[src/logic/msr_consts.vh]
// Constants for the MAC speed control and receive frame size block
`ifndef MSR_CONSTS_VH
`define MSR_CONSTS_VH
`define MSR_OFF_CTRL      12'h100
`define MSR_OFF_RX        12'h104
`define MSR_OFF_IRQ_STAT  12'h110
`define MSR_OFF_IRQ_MASK  12'h114
`define MSR_OFF_DETECT    12'h118
`define MSR_CTRL_RST_BIT  0
`define MSR_CTRL_SPD_LO   1
`define MSR_CTRL_DPX_BIT  3
`define MSR_CTRL_ADD_BIT  4
`define MSR_CTRL_ASD_BIT  5
`define MSR_RX_EN_BIT     0
`define MSR_RX_DIS_BIT    1
`define MSR_RX_WTL_BIT    5
`define MSR_RX_MAX_LO     16
`define MSR_SPD_10        2'h0
`define MSR_SPD_100       2'h1
`define MSR_SPD_1000      2'h2
`define MSR_MAX_SIZE_RST  14'h05EE
`define MSR_WDOG_LIMIT    14'h2C00
`define MSR_WDOG_CUT      14'h2C01
`define MSR_SPD_FALLBACK  2'h0
`define MSR_DPX_FALLBACK  1'h0
`define MSR_ADD_FALLBACK  1'h1
`define MSR_ASD_FALLBACK  1'h0
`define MSR_RST_CYCLES    4'h8
`endif

[src/logic/msr_mac_ctrl.v]
// MAC speed/duplex control and receive frame size enforcement
`timescale 1ns/1ps
`include "msr_consts.vh"
// What this block does
// - With auto speed detect off the speed field is written by software, else it shows the detected speed.
// - With auto duplex detect off the duplex bit is written by software, else it shows the detected duplex.
// - Speed choices are MII 10 Mbps, MII 100 Mbps and GMII 1000 Mbps.
// - Speed and duplex default from the EEPROM image, else OTP, else zero.
// - USB reset or lite soft reset restores fields to the last loaded image or fallback.
// - Auto duplex detect defaults from its boot flag, else one.
// - Auto speed detect defaults from its boot flag, else zero.
// - With truncation select clear, frames longer than the programmed maximum length plus one (bits 29:16, default 1518) are aborted.
// - With truncation select set, a watchdog cuts and aborts any frame longer than 11265 bytes.
// - With truncation select clear, cut at max plus one with oversize flag and likely CRC error.
// - With truncation select set, cut at 11265 with oversize, watchdog and likely CRC flags.
// - Clearing receive enable lets the current frame finish, then sets receiver disabled.
// - Half duplex is off whenever the speed in use is 1000 Mbps.
module msr_mac_ctrl (
  // Clock and reset
  input  wire        aclk,
  input  wire        aresetn,
  // Device level resets
  input  wire        usb_reset,
  input  wire        lite_soft_reset,
  // Boot image from EEPROM or OTP
  input  wire        image_valid,
  input  wire [1:0]  image_speed,
  input  wire        image_duplex,
  input  wire        boot_flag_speed_detect,
  input  wire        boot_flag_duplex_detect,
  // Detection results from the PHY side
  input  wire [1:0]  detected_speed,
  input  wire        detected_duplex,
  // Receive stream from the PHY side
  input  wire        rx_in_valid,
  input  wire        rx_in_last,
  input  wire        rx_in_crc_err,
  // Transmit enable from the transmit register
  input  wire        tx_on,
  // AXI4-Lite write address
  input  wire [11:0] s_axi_awaddr,
  input  wire        s_axi_awvalid,
  output reg         s_axi_awready,
  // AXI4-Lite write data
  input  wire [31:0] s_axi_wdata,
  input  wire [3:0]  s_axi_wstrb,
  input  wire        s_axi_wvalid,
  output reg         s_axi_wready,
  // AXI4-Lite write response
  output reg  [1:0]  s_axi_bresp,
  output reg         s_axi_bvalid,
  input  wire        s_axi_bready,
  // AXI4-Lite read address
  input  wire [11:0] s_axi_araddr,
  input  wire        s_axi_arvalid,
  output reg         s_axi_arready,
  // AXI4-Lite read data
  output reg  [31:0] s_axi_rdata,
  output reg  [1:0]  s_axi_rresp,
  output reg         s_axi_rvalid,
  input  wire        s_axi_rready,
  // MAC operating state
  output reg  [1:0]  mac_speed,
  output reg         mac_full_duplex,
  output reg         mac_logic_reset,
  // Receive status to the frame FIFO controller
  output reg         rx_status_valid,
  output reg  [13:0] rx_status_length,
  output reg         rx_status_long,
  output reg         rx_status_crc_err,
  output reg         watchdog_truncated_flag,
  output reg         rx_out_valid,
  // Interrupt
  output reg         irq
);

  localparam RX_IDLE = 2'h0;
  localparam RX_RECV = 2'h1;
  localparam RX_DROP = 2'h2;

  // Synchronised PHY side inputs
  reg [1:0]  spd_s1, spd_s2;
  reg        dpx_s1, dpx_s2;
  reg [2:0]  rxi_s1, rxi_s2;

  reg        auto_speed_detect, auto_duplex_detect;
  reg [1:0]  speed_select;
  reg        duplex_select;
  reg        mac_soft_reset;
  reg [3:0]  rst_cnt;
  reg        rx_on, rx_disabled, truncation_length_select;
  reg [13:0] max_size;
  reg [3:0]  irq_stat, irq_mask;
  reg [1:0]  rx_state;
  reg [13:0] rx_count;
  reg        in_frame;

  reg        aw_hold, w_hold;
  reg [11:0] aw_addr;
  reg [31:0] w_data;
  reg [3:0]  w_strb;

  wire restore = !aresetn || usb_reset || lite_soft_reset;
  wire [1:0]  img_spd = image_valid ? image_speed : `MSR_SPD_FALLBACK;
  wire        img_dpx = image_valid ? image_duplex : `MSR_DPX_FALLBACK;
  wire        img_add = image_valid ? boot_flag_duplex_detect
                                    : `MSR_ADD_FALLBACK;
  wire        img_asd = image_valid ? boot_flag_speed_detect
                                    : `MSR_ASD_FALLBACK;

  wire        do_write = aw_hold && w_hold && !s_axi_bvalid;
  wire        do_read  = s_axi_arvalid && s_axi_arready;
  wire        wr_ctrl  = do_write && aw_addr == `MSR_OFF_CTRL;
  wire        wr_rx    = do_write && aw_addr == `MSR_OFF_RX;
  wire        wr_mask  = do_write && aw_addr == `MSR_OFF_IRQ_MASK;
  wire        rd_stat  = do_read && s_axi_araddr == `MSR_OFF_IRQ_STAT;

  wire [1:0]  eff_speed = auto_speed_detect ? spd_s2 : speed_select;
  wire        eff_dpx   = auto_duplex_detect ? dpx_s2 : duplex_select;

  wire        rx_v    = rxi_s2[0];
  wire        rx_last = rxi_s2[1];
  wire        rx_crc  = rxi_s2[2];
  wire [13:0] cut_len = truncation_length_select ? `MSR_WDOG_CUT
                        : max_size + 14'h0001;
  wire        hit_max = rx_count == max_size;
  wire        hit_wd  = rx_count == `MSR_WDOG_LIMIT;
  wire        cut_now = rx_v && !rx_last &&
                        (truncation_length_select ? hit_wd : hit_max);
  wire        frame_end = (rx_state == RX_RECV) && rx_v && (rx_last || cut_now);
  wire        start   = (rx_state == RX_IDLE) && rx_v && rx_on && !in_frame;
  reg         rx_was_on;
  reg         rx_disabled_set, rx_status_set_long, rx_status_set_wd;
  reg         rx_status_set_ok;
  wire [3:0]  events = {rx_disabled_set, rx_status_set_long,
                        rx_status_set_wd, rx_status_set_ok};

  always @* begin
    rx_disabled_set    = rx_was_on && !rx_on && rx_state == RX_IDLE;
    rx_status_set_ok   = frame_end && !cut_now;
    rx_status_set_long = frame_end && cut_now;
    rx_status_set_wd   = frame_end && cut_now && truncation_length_select;
  end

  always @(posedge aclk) begin
    spd_s1 <= detected_speed;
    spd_s2 <= spd_s1;
    dpx_s1 <= detected_duplex;
    dpx_s2 <= dpx_s1;
    rxi_s1 <= {rx_in_crc_err, rx_in_last, rx_in_valid};
    rxi_s2 <= rxi_s1;
  end

  // Control fields, restored from image on any device reset
  always @(posedge aclk) begin
    if (restore) begin
      speed_select       <= img_spd;
      duplex_select      <= img_dpx;
      auto_duplex_detect <= img_add;
      auto_speed_detect  <= img_asd;
      mac_soft_reset     <= 1'b0;
      rst_cnt            <= 4'h0;
    end else begin
      if (auto_speed_detect)
        speed_select <= spd_s2;
      else if (wr_ctrl && w_strb[0])
        speed_select <= w_data[`MSR_CTRL_SPD_LO+1:`MSR_CTRL_SPD_LO];
      if (auto_duplex_detect)
        duplex_select <= dpx_s2;
      else if (wr_ctrl && w_strb[0])
        duplex_select <= w_data[`MSR_CTRL_DPX_BIT];
      if (wr_ctrl && w_strb[0]) begin
        auto_duplex_detect <= w_data[`MSR_CTRL_ADD_BIT];
        auto_speed_detect  <= w_data[`MSR_CTRL_ASD_BIT];
      end
      if (wr_ctrl && w_strb[0] && w_data[`MSR_CTRL_RST_BIT]) begin
        mac_soft_reset <= 1'b1;
        rst_cnt        <= `MSR_RST_CYCLES;
      end else if (rst_cnt != 4'h0) begin
        rst_cnt <= rst_cnt - 4'h1;
      end else begin
        mac_soft_reset <= 1'b0;
      end
    end
  end

  // MAC state outputs
  always @(posedge aclk) begin
    if (restore) begin
      mac_speed       <= `MSR_SPD_10;
      mac_full_duplex <= 1'b0;
      mac_logic_reset <= 1'b1;
    end else begin
      // Reserved code falls back to 10 Mbps
      mac_speed <= (eff_speed == 2'h3) ? `MSR_SPD_10 : eff_speed;
      mac_full_duplex <= eff_dpx || eff_speed == `MSR_SPD_1000;
      mac_logic_reset <= mac_soft_reset;
    end
  end

  // Receive register and interrupt registers
  always @(posedge aclk) begin
    if (restore) begin
      rx_on                    <= 1'b0;
      rx_was_on                <= 1'b0;
      rx_disabled              <= 1'b0;
      truncation_length_select <= 1'b1;
      max_size                 <= `MSR_MAX_SIZE_RST;
      irq_stat                 <= 4'h0;
      irq_mask                 <= 4'h0;
      irq                      <= 1'b0;
    end else begin
      if (wr_rx && w_strb[0]) begin
        rx_on                    <= w_data[`MSR_RX_EN_BIT];
        truncation_length_select <= w_data[`MSR_RX_WTL_BIT];
      end
      if (wr_rx && w_strb[2] && w_strb[3])
        max_size <= w_data[`MSR_RX_MAX_LO+13:`MSR_RX_MAX_LO];
      if (rx_on)
        rx_was_on <= 1'b1;
      else if (rx_disabled_set)
        rx_was_on <= 1'b0;
      if (rx_disabled_set)
        rx_disabled <= 1'b1;
      else if (wr_rx && w_strb[0] && w_data[`MSR_RX_DIS_BIT])
        rx_disabled <= 1'b0;
      if (wr_mask)
        irq_mask <= w_data[3:0];
      // Set wins over the read clear
      irq_stat <= (rd_stat ? 4'h0 : irq_stat) | events;
      irq <= |(((rd_stat ? 4'h0 : irq_stat) | events) & irq_mask);
    end
  end

  // Receive frame length enforcement
  always @(posedge aclk) begin
    if (restore || mac_soft_reset) begin
      rx_state                <= RX_IDLE;
      rx_count                <= 14'h0000;
      in_frame                <= 1'b0;
      rx_out_valid            <= 1'b0;
      rx_status_valid         <= 1'b0;
      rx_status_length        <= 14'h0000;
      rx_status_long          <= 1'b0;
      rx_status_crc_err       <= 1'b0;
      watchdog_truncated_flag <= 1'b0;
    end else begin
      rx_status_valid <= 1'b0;
      rx_out_valid    <= 1'b0;
      if (rx_v)
        in_frame <= !rx_last;
      case (rx_state)
        RX_IDLE: begin
          if (start) begin
            rx_out_valid <= 1'b1;
            rx_count     <= 14'h0001;
            rx_state     <= rx_last ? RX_IDLE : RX_RECV;
          end
        end
        RX_RECV: begin
          if (rx_v) begin
            rx_out_valid <= 1'b1;
            rx_count     <= rx_count + 14'h0001;
            if (frame_end) begin
              rx_status_valid   <= 1'b1;
              rx_status_long    <= cut_now;
              rx_status_length  <= cut_now ? cut_len
                                   : rx_count + 14'h0001;
              rx_status_crc_err <= rx_crc || cut_now;
              watchdog_truncated_flag <= cut_now &&
                                         truncation_length_select;
              rx_state <= cut_now ? RX_DROP : RX_IDLE;
            end
          end
        end
        RX_DROP: begin
          if (rx_v && rx_last)
            rx_state <= RX_IDLE;
        end
        default: rx_state <= RX_IDLE;
      endcase
    end
  end

  // AXI4-Lite slave
  always @(posedge aclk) begin
    if (!aresetn) begin
      s_axi_awready <= 1'b0;
      s_axi_wready  <= 1'b0;
      s_axi_bvalid  <= 1'b0;
      s_axi_bresp   <= 2'h0;
      s_axi_arready <= 1'b0;
      s_axi_rvalid  <= 1'b0;
      s_axi_rresp   <= 2'h0;
      s_axi_rdata   <= 32'h00000000;
      aw_hold       <= 1'b0;
      w_hold        <= 1'b0;
      aw_addr       <= 12'h000;
      w_data        <= 32'h00000000;
      w_strb        <= 4'h0;
    end else begin
      s_axi_awready <= !aw_hold && !s_axi_awready && s_axi_awvalid;
      s_axi_wready  <= !w_hold && !s_axi_wready && s_axi_wvalid;
      if (s_axi_awvalid && s_axi_awready) begin
        aw_hold <= 1'b1;
        aw_addr <= {s_axi_awaddr[11:2], 2'h0};
      end
      if (s_axi_wvalid && s_axi_wready) begin
        w_hold <= 1'b1;
        w_data <= s_axi_wdata;
        w_strb <= s_axi_wstrb;
      end
      if (do_write) begin
        aw_hold      <= 1'b0;
        w_hold       <= 1'b0;
        s_axi_bvalid <= 1'b1;
        s_axi_bresp  <= (aw_addr == `MSR_OFF_CTRL || aw_addr == `MSR_OFF_RX ||
                         aw_addr == `MSR_OFF_IRQ_MASK ||
                         aw_addr == `MSR_OFF_IRQ_STAT ||
                         aw_addr == `MSR_OFF_DETECT) ? 2'h0 : 2'h2;
      end else if (s_axi_bvalid && s_axi_bready) begin
        s_axi_bvalid <= 1'b0;
      end
      s_axi_arready <= !s_axi_arready && !s_axi_rvalid && s_axi_arvalid;
      if (do_read) begin
        s_axi_rvalid <= 1'b1;
        s_axi_rresp  <= 2'h0;
        case ({s_axi_araddr[11:2], 2'h0})
          `MSR_OFF_CTRL:
            s_axi_rdata <= {26'h0, auto_speed_detect, auto_duplex_detect,
                            duplex_select, speed_select, mac_soft_reset};
          `MSR_OFF_RX:
            s_axi_rdata <= {2'h0, max_size, 10'h000,
                            truncation_length_select, 3'h0,
                            rx_disabled, rx_on};
          `MSR_OFF_IRQ_STAT: s_axi_rdata <= {28'h0, irq_stat};
          `MSR_OFF_IRQ_MASK: s_axi_rdata <= {28'h0, irq_mask};
          `MSR_OFF_DETECT:   s_axi_rdata <= {29'h0, dpx_s2, spd_s2};
          default: begin
            s_axi_rdata <= 32'h00000000;
            s_axi_rresp <= 2'h2;
          end
        endcase
      end else if (s_axi_rvalid && s_axi_rready) begin
        s_axi_rvalid <= 1'b0;
      end
    end
  end

endmodule

[config.mk]
export PLATFORM = sky130hd
export DESIGN_NAME = msr_mac_ctrl
export DESIGN_NICKNAME = d
export VERILOG_FILES = /design/src/logic/msr_mac_ctrl.v
export VERILOG_INCLUDE_DIRS = /design/src /design/src/logic
export SDC_FILE = /design/constraint.sdc
export NUM_CORES = 1
export LEC_CHECK = 0
export ABC_AREA = 1
export ABC_CLOCK_PERIOD_IN_PS = 2140
export BUFFER_PORTS_ARGS = -buffer_cell sky130_fd_sc_hd__buf_4
export CORE_UTILIZATION = 54
export CTS_BUF_LIST = sky130_fd_sc_hd__clkbuf_8 sky130_fd_sc_hd__clkbuf_16
export DETAILED_ROUTE_END_ITERATION = 6
export PLACE_DENSITY_LB_ADDON = 0.15
export SLEW_MARGIN = 20
export SYNTH_ARGS = -nofsm -noshare
export SYNTH_HDL_FRONTEND = slang
export SYNTH_SLANG_ARGS = --single-unit
[constraint.sdc]
create_clock -name aclk -period 2.14 [get_ports aclk]
set_input_delay 0.321 -clock aclk [delete_from_list [all_inputs] [get_ports aclk]]
set_output_delay 0.321 -clock aclk [all_outputs]
set_load 0.05 [all_outputs]
## Word level (Yosys, flattened, before mapping)

Cells that the tools add are included.

- Flip-flop bits (word level): 176
- Bits of input ports: 82
- Output and inout bits: 65
- Word-level logic and storage cells: 204

- Add/subtract/negate cells: 3
- Equality and inequality tests: 22
- Mux-type cells: 49
- Bitwise gates (word level): 5
- Reduce and logical (&&, ||, !) cells: 79

Operators with widths:

| operator | number |
|---|---|
| 30-bit case mux with 5 select lines | 1 |
| 10-bit by 7-bit == test with 1-bit output, second input constant | 10 |
| 14-bit two-way mux | 4 |
| 1-bit logical AND | 37 |
| 14-bit by 1-bit adder with 14-bit output, second input constant | 2 |
| 14-bit case mux with 2 select lines | 1 |
| 1-bit two-way mux | 26 |
| 2-bit two-way mux | 12 |
| 14-bit == test | 1 |
| 14-bit == test, second input constant | 1 |
| 2-bit nonzero test | 7 |
| 12-bit by 9-bit == test with 1-bit output, second input constant | 1 |
| 1-bit zero test | 12 |
| 4-bit two-way mux | 3 |
| 1-bit logical OR | 10 |
| 2-bit != test, second input constant | 5 |
| 2-bit == test, second input constant | 3 |
| 2-bit case mux with 3 select lines | 1 |
| 3-bit AND reduction | 2 |
| 3-bit nonzero test | 2 |
| 2-bit OR reduction | 3 |
| 5-bit OR reduction | 1 |
| 4-bit AND | 1 |
| 4-bit bitwise OR | 1 |
| other kinds (9) | 11 |

## Longest topological paths before layout

Gate-level depths: netlist of the first run.

- Word-level depth: 10
- Gate-level depth with buffers: 15
- Mapped depth without buffers: 14

## Worst setup path before layout of the first run

No wires, ideal clock.

- Path type: register to register
- Start: register rx_count[1]
- End: register rx_status_length[10]
- Library setup time: 0.114 ns
- Data arrival time: 1.642 ns
- Required time: 2.026 ns
- Path slack: 0.384 ns
- Stages on the path, launching flop included: 10
- Buffers on the path: 0
- Clock period less this slack: 1.756 ns
- Cells stage by stage: dfxtp_1 > ha_1 > nand2_1 > nor3_1 > nand2_1 > nor2_1 > xor2_1 > or2_2 > nand3_1 > nand2_1

- Longest elaborated chain between the ends: 6
- Elaborated cells between the ends (all ways): 9
- Classes of those cells: add/sub (1); eq/ne (2); mux (2); reduce/logical (4)

Ends and longest elaborated chain:

| element | RTL line | RTL |
|---|---|---|
| start, declared | msr_mac_ctrl.v:95 | `reg [13:0] rx_count;` |
| start signal, assigned | msr_mac_ctrl.v:263 | `rx_count <= rx_count + 14'h0001;` |
| branches (longest 6 deep; another with 14-bit by 1-bit adder with 14-bit output) | -- |  |
| end signal, assigned | msr_mac_ctrl.v:267 | `rx_status_length <= cut_now ? cut_len` |
| end, declared | msr_mac_ctrl.v:68 | `output reg [13:0] rx_status_length,` |

Several ways; the timed one is not identified.
A chain may end at the register's enable or synchronous reset.

## Worst setup path after layout of the first run

- Start: register max_size[1]
- End: register rx_status_length[2]

- Longest elaborated chain between the ends: 6
- Elaborated cells between the ends (all ways): 9
- Classes of those cells: add/sub (1); eq/ne (1); mux (3); reduce/logical (4)

Ends and longest elaborated chain:

| element | RTL line | RTL |
|---|---|---|
| start, declared | msr_mac_ctrl.v:92 | `reg [13:0] max_size;` |
| start signal, assigned | msr_mac_ctrl.v:208 | `` max_size <= `MSR_MAX_SIZE_RST; `` |
| start signal, assigned | msr_mac_ctrl.v:218 | `` max_size <= w_data[`MSR_RX_MAX_LO+13:`MSR_RX_MAX_LO]; `` |
| branches (longest 6 deep; another with 14-bit by 1-bit adder with 14-bit output) | -- |  |

Several ways; the timed one is not identified.

==> results.md, run 1 <==
- Worst-Margin Slew: 0.7051 ns
- Share of cells above drive strength 1: 19.03%
- Placeable Area: 12110 µm²
- GRT Total Usage: 28.47%
- Final count of pins violating max slew: 0
- Power Total: 6.405 mW
- Status: finished clean
- CTS tree: done
- Place WS: 0.2084 ns
- Initial DRC count: 554
- Average cell area after synthesis: 7.203 µm²
- Non-filler instance count after layout: 1256
- Setup violators final: 0
- Max Fclk: 505.8 MHz
- Startpoint types: flop
- Register area share after synthesis: 45.53%
- RSZ-0062 raised after global routing: no
- Asr flop ratio synth: 0%
- Mux contribution to synthesized area: 0%
- Synthesis-to-layout area growth: 25.90%
- Number of setup buffers added after CTS: 0
- Final Hold Fails: 0
- IO Pins: 147
- # placed instances: 1218
- Cells after synthesis: 937
- Critical R2R Capture: rx_status_length[2]$_SDFFE_PP0P_
- Largest net degree at the start of global routing: 58
- VDD IR max: 0.0005194 V
- CTS H-Tree Depth: 4
- Critical Path Fanout Max: 5
- Routability Congestion: 0.9495
- Root buffer cell: clkbuf_16
- Clock Skew: 0.007366 ns
- DRT antenna net count: 0
- Hold Path Class: in2reg
- First-pass GRT wire length: 28.86 mm
- Initial antenna violation count: 0
- Critical path capture point type: flop
- DR WL/cell: 13.96 µm
- DRC errors left: 0
- Width of the die: 113.8 µm
- Final core occ: 70.16%
- Period utilisation layout: 92.39%
- Pwr/cell area: 753.8 nW/µm²
- Synth Area in Simple Gates: 29.14%
- Via density: 5.125
- Max transition margin: 52.95%
- Max_cap viols: 0
- Die Ht: 113.8 µm
- CP max-delay cell: dfxtp_1
- Die Footprint: 12950 µm²
- Row Count: 40
- Placed cell areas: 7844 µm²
- Number of clock sinks: 151
- Worst r2r path cells: 10
- WHS Path Cells: 4
- Most frequent cells in the layout: 214 x nand2_1, 146 x buf_4, 145 x dfxtp_1
- Delay-heaviest family, CP: simple AND/OR/NAND/NOR gates
- CTS buffer count: 17
- Worst r2r src: max_size[1]$_SDFFE_PN1P_
- Hold Path End: s_axi_rvalid$_SDFFE_PN0P_
- Worst Slack Setup Final: 0.1629 ns
- IO buf count: 116
- Vias in the first global route: 5885
- Dominant synthesized flop cell: dfxtp_1
- WHS: 0.1333 ns
- Tmin final: 1.977 ns
- Diodes inserted: 0
- P_leak: 3.794 nW
- Setup TNS: 0 ns
- Post-synthesis adder-cell area fraction: 0.7416%
- Reg2reg setup slack: 0.16 ns
- Class of the most critical setup path: reg2reg
- Crit path DAT: 2.34 ns
- Clk_lat worst skew: 0.42 ns
- Warning count from the yosys run: 0
- Drt pass-1 iters: 5
- Mapped Area: 6749 µm²
- # nets final: 1161
- Main combinational cell family by area after synthesis: simple AND/OR/NAND/NOR gates
- Final wirelength: 17.53 mm
- #FFs+latches synth: 151
- Design area: 8497 µm²
- Hold Path Origin: s_axi_rready
- Worst-path clk slew: 0.06 ns
- Largest stage delay, worst path: 0.44 ns
- Number of synthesized flops with an enable pin: 5
- Data required, critical path: 2.50 ns
- Commonest non-fill, non-tap cell in the layout: nand2_1
- Compound-Gate Fraction of Synth Area: 14.11%
- GR Overflow Total: 0
- Top cell by count, worst path: nor2_1
- Via count: 6437
- Crit path buffers/inverters: 1
- Worst-path cell chain: inv_1 > o21ai_0 > nand2_1 > nor2_1 > nand2_1 > nor2_1 > nand3_1 > nor3_1 > nor2_1 > nor2_1
- DP Wirelength: 12.68 mm
- Initial core utilization: 55.72%
- Synth cell types: 38
- Max clock buf depth: 2
- Post-synthesis xor/xnor area fraction: 1.298%
## registers in the layout, indices dropped and copies added (netlist names), 3 cells and up
signal            cells
w_data               20
s_axi_rdata          20
rx_status_length     14
max_size             14
irq_stat              4
rxi_s2                3
w_strb                3
rxi_s1                3
aw_addr              10
rst_cnt               4
rx_count             14
irq_mask              4
## per-layer routing
metal / global-route usage [%] / up-vias / wire length [µm] / share of wire (%)
li1: - / 3295 / - / -
met1: 37.40 / 2905 / 8055 / 46
met2: 45.28 / 197 / 8001 / 46
met3: 6.961 / 40 / 1008 / 5.7
met4: 11.08 / 0 / 468 / 2.7
met5: 0 / - / 0 / 0
## cells by family after synthesis
kind of cell / count (synthesis)
adder cells (fa/ha/maj): 4
AND/OR/NAND/NOR: 455
buffers and inverters: 138
flip-flops: 151
XOR/XNOR: 10
AO/OA/AOI/OAI: 178
other: 1
## Yosys cell counts (2+ instances only)
master / number / area, µm²
nor4_1: 2 / 12.51
nand2_1: 214 / 803.3
a21oi_1: 80 / 400.4
nand4_1: 12 / 75.07
inv_2: 3 / 11.26
edfxtp_1: 5 / 150.1
nand2_4: 2 / 22.52
a211oi_1: 8 / 60.06
or2_2: 3 / 18.77
buf_1: 2 / 7.510
o211ai_1: 7 / 52.55
nand3_2: 12 / 120.1
ha_1: 4 / 50.05
buf_4: 14 / 105.1
nor3_1: 18 / 90.09
xor2_1: 10 / 87.58
dfxtp_1: 146 / 2923
nor2_1: 121 / 454.2
nand2_2: 3 / 18.77
o21ai_0: 75 / 375.4
buf_2: 5 / 25.02
clkbuf_1: 21 / 78.83
nor2_2: 4 / 25.02
buf_6: 3 / 33.78
o2111a_1: 2 / 22.52
inv_1: 88 / 330.3
nand3_1: 62 / 310.3
## cell type report
| type | count | area, µm² |
|---|---|---|
| inverter | 92 | 350.3 |
| sequential | 151 | 3074 |
| tap | 168 | 210.2 |
| multi-input combinational | 661 | 3119 |
| timing repair buffer | 152 | 1156 |
| clock inverter | 15 | 161.4 |
| fill | 1101 | 3615 |
| clock buffer | 17 | 425.4 |
## repair_timing
action | 4_1_cts | 5_1_grt
hold endpoints to repair | 6 | 0
gates resized for setup | 0 | 2
setup endpoints to repair | 0 | 6
hold buffers | 6 | 0
## power by group
part	total (mW)	switching, mW	internal (mW)
logic	0.486	0.311	0.176
clock network	2.97	1.16	1.81
registers	2.95	0.0407	2.91
total	6.41	1.51	4.90
## worst max-delay path by stage
stage | start | end | slack [ns] | cells after the start
after CTS | truncation_length_select$_SDFFE_PN1P_ | rx_state[0]$_SDFFE_PP0P_ | 0.20 | 14
after floorplan | rx_count[1]$_SDFFE_PP0P_ | rx_status_length[10]$_SDFFE_PP0P_ | 0.38 | 9
after global routing | truncation_length_select$_SDFFE_PN1P_ | rx_state[0]$_SDFFE_PP0P_ | 0.03 | 13
final | max_size[1]$_SDFFE_PN1P_ | rx_status_length[2]$_SDFFE_PP0P_ | 0.16 | 10
after detailed placement | truncation_length_select$_SDFFE_PN1P_ | rx_status_length[2]$_SDFFE_PP0P_ | 0.21 | 13
after global placement | truncation_length_select$_SDFFE_PN1P_ | rx_status_length[2]$_SDFFE_PP0P_ | 0.21 | 12
## tightest hold or removal path, delay by kind of cell
kind | cells | cell delay, ns
AND/OR/NAND/NOR | 1 | 0.04
AO/OA/AOI/OAI | 1 | 0.05
buffers and inverters | 2 | 0.10
(Power assumes the default switching activity.)
==> inputs of run 2 (changes only) <==
Settings changed: ABC_CLOCK_PERIOD_IN_PS 2140 to 2150.
Clock period 2.14 ns to 2.15 ns, I/O delays scaled along.
==> run 2 against run 1 <==
- cell area hardly changed
- via count barely moved
- non-clock buffer count fell by 1
- wire length increased by 0.45%
- critical path depth stayed put
- clock skew rose by 0.0026 ns
- sequential share of layout area is essentially flat
- largest cell class unchanged
- global-route usage decreased by 0.13 points
- total power shrank 1.1%
- maximum frequency increased by 1.9%
==> results.md, run 2 (synthesized netlist as in run 1, its figures left out) <==
- Status: finished clean (unchanged)
- Data required, critical path: 2.48 ns (was 2.50 ns)
- Largest stage delay, worst path: 0.41 ns (was 0.44 ns)
- Met1 Use GR: 37.31% (was 37.40%)
- Die Ht: 113.8 µm (unchanged)
- CTS buffer count: 17 (unchanged)
- Worst Slack Setup Final: 0.2104 ns (was 0.1629 ns)
- Drt pass-1 iters: 6 (was 5)
- Sw frac: 23.81% (was 23.56%)
- IO buf count: 116 (unchanged)
- Place WS: 0.2143 ns (was 0.2084 ns)
- Busiest grt layer: met2 (unchanged)
- Synthesis-to-layout area growth: 25.81% (was 25.90%)
- Largest registers: s_axi_rdata x20, w_data x20 (unchanged)
- Power Total: 6.335 mW (was 6.405 mW)
- Critical path capture point type: flop (unchanged)
- Placed cell areas: 7836 µm² (was 7844 µm²)
- Via density: 5.130 (was 5.125)
- Period utilisation layout: 90.21% (was 92.39%)
- Width of the die: 113.8 µm (unchanged)
- First-pass GRT wire length: 28.59 mm (was 28.86 mm)
- Initial antenna violation count: 0 (unchanged)
- Vias in the first global route: 5821 (was 5885)
- DRC errors left: 0 (unchanged)
- WHS: 0.1308 ns (was 0.1333 ns)
- RSZ-0062 raised after global routing: no (unchanged)
- Design area: 8491 µm² (was 8497 µm²)
- CTS tree: done (unchanged)
- Die Footprint: 12950 µm² (unchanged)
- P_leak: 3.791 nW (was 3.794 nW)
- Hold Path Class: in2reg (unchanged)
- Max_cap viols: 0 (unchanged)
- Via count: 6443 (was 6437)
- Tmin final: 1.940 ns (was 1.977 ns)
- Final wirelength: 17.61 mm (was 17.53 mm)
- Reg2reg setup slack: 0.21 ns (was 0.16 ns)
- Setup violators final: 0 (unchanged)
- # nets final: 1161 (unchanged)
- DRT antenna net count: 0 (unchanged)
- Row Count: 40 (unchanged)
- Clock Skew: 0.009923 ns (was 0.007366 ns)
- Max clock buf depth: 2 (unchanged)
- Met2 usage: 45.33% (was 45.28%)
- Crit path DAT: 2.27 ns (was 2.34 ns)
- Diodes inserted: 0 (unchanged)
- Largest net degree at the start of global routing: 58 (unchanged)
- Most frequent cells in the layout: 214 x nand2_1, 145 x buf_4, 144 x dfxtp_1 (was 214 x nand2_1, 146 x buf_4, 145 x dfxtp_1)
- Number of clock sinks: 151 (unchanged)
- Number of setup buffers added after CTS: 0 (unchanged)
- Commonest non-fill, non-tap cell in the layout: nand2_1 (unchanged)
- Final count of pins violating max slew: 0 (unchanged)
- DR WL/cell: 14.02 µm (was 13.96 µm)
- Worst-Margin Slew: 1.078 ns (was 0.7051 ns)
- Reg power frac: 46.3% (was 46.0%)
- Setup TNS: 0 ns (unchanged)
- DP Wirelength: 12.76 mm (was 12.68 mm)
- CTS H-Tree Depth: 4 (unchanged)
- FILL cells: 1070 (was 1101)
- Final Hold Fails: 0 (unchanged)
- Worst-path cell chain: ha_1 > nand2_1 > nor3_1 > buf_4 > nand2_1 > nor2_1 > xor2_1 > or2_2 > nand3_1 > nand2_1 (was inv_1 > o21ai_0 > nand2_1 > nor2_1 > nand2_1 > nor2_1 > nand3_1 > nor3_1 > nor2_1 > nor2_1)
- Max transition margin: 27.87% (was 52.95%)
- Initial DRC count: 643 (was 554)
- Max Fclk: 515.6 MHz (was 505.8 MHz)
- Top cell by count, worst path: nand2_1 (was nor2_1)
- Root buffer cell: clkbuf_16 (unchanged)
- GRT Total Usage: 28.34% (was 28.47%)
- Critical Path Fanout Max: 5 (unchanged)
- Startpoint types: flop (unchanged)
- Placeable Area: 12110 µm² (unchanged)
- Footprint of the multi-input gates: 3117 µm² (was 3119 µm²)
- Cell Int Power: 4.827 mW (was 4.896 mW)
- FF+latch area: 3075 µm² (was 3074 µm²)
- Routability Congestion: 0.9352 (was 0.9495)
- Initial core utilization: 55.72% (unchanged)
- Worst-path clk slew: 0.06 ns (about the same)
- IO Pins: 147 (unchanged)
- Class of the most critical setup path: reg2reg (unchanged)
- GR Overflow Total: 0 (unchanged)
- VDD IR max: 0.0006705 V (was 0.0005194 V)
- Pwr/cell area: 746.1 nW/µm² (was 753.8 nW/µm²)
- Switching pwr: 1.508 mW (was 1.509 mW)
- CP max-delay cell: dfxtp_1 (unchanged)
- Clock share of power: 46.1% (was 46.4%)
- Clk_lat worst skew: 0.43 ns (was 0.42 ns)
- Share of cells above drive strength 1: 19.21% (was 19.03%)
- Gate power share: 7.6% (about the same)
- Met3 Use GR: 6.376% (was 6.961%)
run 2: cell count changes in the layout (fill, tap and decap cells not counted), sizes merged:
cell,change
clkinv,-3
clkinvlp,+2
buf,-1
inv,+1
bufinv,-1
clkbuf,+2
run 2: timing repair:
item / CTS / global route
hold buffers: 6 / 0
setup endpoints to repair: 0 / 5
endpoints found under the hold margin: 6 / 0
resized for setup: 0 / 5
run 2: worst paths after layout:
| kind | cells after the start | from | end |
|---|---|---|---|
| setup / recovery | 10 | rx_count[1]$_SDFFE_PP0P_ | rx_status_length[10]$_SDFFE_PP0P_ |
| hold / removal | 4 | s_axi_rready | s_axi_rvalid$_SDFFE_PN0P_ |
| setup reg to reg | 10 | rx_count[1]$_SDFFE_PP0P_ | rx_status_length[10]$_SDFFE_PP0P_ |
| hold reg to reg | 0 | dpx_s1$_DFF_P_ | dpx_s2$_DFF_P_ |
run 2: worst max-delay path, delay by kind of cell (launching register included):
| kind | cells | cell delay [ns] |
|---|---|---|
| and+or+nand+nor | 7 | 0.95 |
| DFF | 1 | 0.41 |
| adders and majority gates | 1 | 0.22 |
| buffers and inverters | 1 | 0.15 |
| xor gates and xnor gates | 1 | 0.10 |
run 2: final cells by class:
cell class | instances | area share [%]
multi-input cells | 661 | 36.71
flip-flops and latches | 151 | 36.22
repair buffers | 151 | 13.53
clock buffers | 19 | 5.335
inverters | 92 | 4.126
well taps | 168 | 2.476
clock inverters | 13 | 1.547
repair inverters | 1 | 0.05894
run 2: power groups by stage:
stage / clock network [mW] / logic (mW) / registers, mW
final: 2.92 / 0.482 / 2.93
after global routing: 3.08 / 0.528 / 2.94
after CTS: 2.94 / 0.482 / 2.93
after detailed placement: 0 / 0.471 / 2.99
after global placement: 0 / 0.466 / 2.99
after floorplan: 0 / 0.235 / 3.06
run 2: stage by stage:
stage	instances	utilization [%]
after floorplan	950	-
after global placement	1217	64.70
after detailed placement	1217	64.70
after CTS	1255	70.02
after global routing	1256	70.10
final	1256	70.10
run 2: per-layer routing:
metal | routed length (µm) | vias up
met4 | 396 | 0
met5 | 0 | -
met2 | 8146 | 210
li1 | - | 3300
met3 | 1144 | 32
met1 | 7925 | 2901
==> inputs of run 3 (changes only) <==
Settings changed: CORE_UTILIZATION 54 to 56, CTS_BUF_LIST sky130_fd_sc_hd__clkbuf_8 sky130_fd_sc_hd__clkbuf_16 to sky130_fd_sc_hd__clkbuf_4 sky130_fd_sc_hd__clkbuf_8.
==> run 3 against run 2 <==
- the flow now finishes with violations (design-rule violations)
- global-route usage shrank 0.87 points
- clock skew is 0.0015 ns higher
- sequential share of layout area increased by 1.0 points
- utilization grew 1.2 points
- clock power shrank 20%
- critical path depth increased by 4
- die area shrank 3.5%
- sequential power about the same
- combinational power hardly changed
- sequential cell count unchanged
- first-iteration DRC count fell by 49%
- cell count is 2.8% lower
==> results.md, run 3 (synthesized netlist as in run 1, its figures left out) <==
- Status: finished with violations (was finished clean)
- Failing checks: design-rule violations
- Critical path capture point type: flop (unchanged)
- Diodes inserted: 0 (unchanged)
- Hold Path Class: in2reg (unchanged)
- Worst-path clk slew: 0.08 ns (was 0.06 ns)
- Critical Path Fanout Max: 28 (was 5)
- Vias in the first global route: 5938 (was 5821)
- Worst Slack Setup Final: 0.1836 ns (was 0.2104 ns)
- VDD IR max: 0.0006419 V (was 0.0006705 V)
- P_leak: 3.663 nW (was 3.791 nW)
- Final count of pins violating max slew: 0 (unchanged)
- DRT antenna net count: 0 (unchanged)
- RSZ-0062 raised after global routing: yes (was no)
- # nets final: 1152 (was 1161)
- Die Footprint: 12490 µm² (was 12950 µm²)
- Largest net degree at the start of global routing: 58 (unchanged)
- First-pass GRT wire length: 27.34 mm (was 28.59 mm)
- Largest registers: s_axi_rdata x20, w_data x20 (unchanged)
- Final wirelength: 16.73 mm (was 17.61 mm)
- Initial core utilization: 58.36% (was 55.72%)
- IO Pins: 147 (unchanged)
- Max clock buf depth: 2 (unchanged)
- Worst-Margin Slew: 0.9900 ns (was 1.078 ns)
- CTS H-Tree Depth: 4 (unchanged)
- GRT Total Usage: 27.47% (was 28.34%)
- Number of setup buffers added after CTS: 0 (unchanged)
- Crit path DAT: 2.32 ns (was 2.27 ns)
- Routability Congestion: 0.9121 (was 0.9352)
- GR Overflow Total: 0 (unchanged)
- DR WL/cell: 13.70 µm (was 14.02 µm)
- Final core occ: 71.35% (was 70.10%)
- Drt pass-1 iters: 7 (was 6)
- Clk_lat worst skew: 0.45 ns (was 0.43 ns)
- Row Count: 39 (was 40)
- Startpoint types: flop (unchanged)
- Width of the die: 111.8 µm (was 113.8 µm)
- Class of the most critical setup path: reg2reg (unchanged)
- Max transition margin: 33.76% (was 27.87%)
- CTS tree: done (unchanged)
- Number of clock sinks: 151 (unchanged)
- Commonest non-fill, non-tap cell in the layout: nand2_1 (unchanged)
- CTS buffer count: 17 (unchanged)
- Initial DRC count: 325 (was 643)
- Initial antenna violation count: 0 (unchanged)
- Share of cells above drive strength 1: 18.65% (was 19.21%)
- Data required, critical path: 2.50 ns (was 2.48 ns)
- Clock Skew: 0.01146 ns (was 0.009923 ns)
- FILL cells: 992 (was 1070)
- Non-filler instance count after layout: 1221 (was 1256)
- Setup TNS: 0 ns (unchanged)
- Max Fclk: 508.5 MHz (was 515.6 MHz)
- Final Hold Fails: 0 (unchanged)
- # placed instances: 1184 (was 1217)
- FF+latch area: 3075 µm² (unchanged)
- Tmin final: 1.966 ns (was 1.940 ns)
- Max_cap viols: 0 (unchanged)
- Via density: 5.230 (was 5.130)
- Die Ht: 111.8 µm (was 113.8 µm)
- Synthesis-to-layout area growth: 22.27% (was 25.81%)
- Root buffer cell: clkbuf_8 (was clkbuf_16)
- Via count: 6386 (was 6443)
- Setup violators final: 0 (unchanged)
- WHS: 0.1170 ns (was 0.1308 ns)
- Period utilisation layout: 91.46% (was 90.21%)
- Place WS: 0.1973 ns (was 0.2143 ns)
- Most frequent cells in the layout: 214 x nand2_1, 144 x dfxtp_1, 136 x buf_4 (was 214 x nand2_1, 145 x buf_4, 144 x dfxtp_1)
- Pwr/cell area: 697.5 nW/µm² (was 746.1 nW/µm²)
- Placeable Area: 11560 µm² (was 12110 µm²)
- DP Wirelength: 12.33 mm (was 12.76 mm)
- IO buf count: 116 (unchanged)
- DRC errors left: 4 (was 0)
- Footprint of the multi-input gates: 3114 µm² (was 3117 µm²)
==> run 3: area by class of cell <==
type / instances / share of cell area [%]
clock buffer: 19 / 3.093
clock inverter: 12 / 2.138
inverter: 92 / 4.246
multi-input combinational: 661 / 37.74
sequential: 151 / 37.27
tap: 143 / 2.168
timing repair buffer: 143 / 13.34
==> run 3: final timing paths <==
kind,from,endpoint,slack (ns),depth (start not counted)
min reg2reg,rxi_s1[1]$_DFF_P_,rxi_s2[1]$_DFF_P_,0.33,0
max reg2reg,truncation_length_select$_SDFFE_PN1P_,rx_state[0]$_SDFFE_PP0P_,0.18,14
max,truncation_length_select$_SDFFE_PN1P_,rx_state[0]$_SDFFE_PP0P_,0.18,14
min,s_axi_rready,s_axi_rvalid$_SDFFE_PN0P_,0.12,4
==> run 3: timing repair <==
item                                    in CTS  in global routing
resized for setup                            0                  3
hold buffers                                 6                  0
endpoints found under the setup margin       0                  7
endpoints found under the hold margin        6                  0
==> run 3: metrics by stage <==
stage          total power, mW  cell area, µm²
2_1_floorplan            3.299            6798
3_5_place_dp             3.467            7757
6_report                 5.755            8252
5_1_grt                  5.956            8252
3_3_place_gp             3.460            7757
4_1_cts                  5.777            8249
==> run 3: power breakdown <==
part	switching (mW)	total [mW]	internal (mW)
Sequential	0.0401	2.93	2.89
Combinational	0.310	0.485	0.175
Clock	1.04	2.34	1.30
==> run 3: critical path: stages, from the launching register on <==
cell and delay (ns):
dfxtp_1 0.39, inv_6 0.23, nand2_1 0.08, nand2_1 0.12, nand2_1 0.07, nor2_1 0.10, nand2_1 0.08, nor2_2 0.12
nand2_2 0.10, nand2_4 0.13, nand2_4 0.16, nand2_1 0.10, o21ai_0 0.08, nand2_1 0.08, inv_1 0.04
==> run 3: routing by layer <==
layer | up-vias | global-route usage (%) | routed length (µm)
li1 | 3272 | - | -
met1 | 2919 | 32.08 | 7173
met2 | 180 | 49.32 | 8453
met3 | 15 | 6.315 | 865
met4 | 0 | 9.189 | 234
met5 | - | 0 | 0
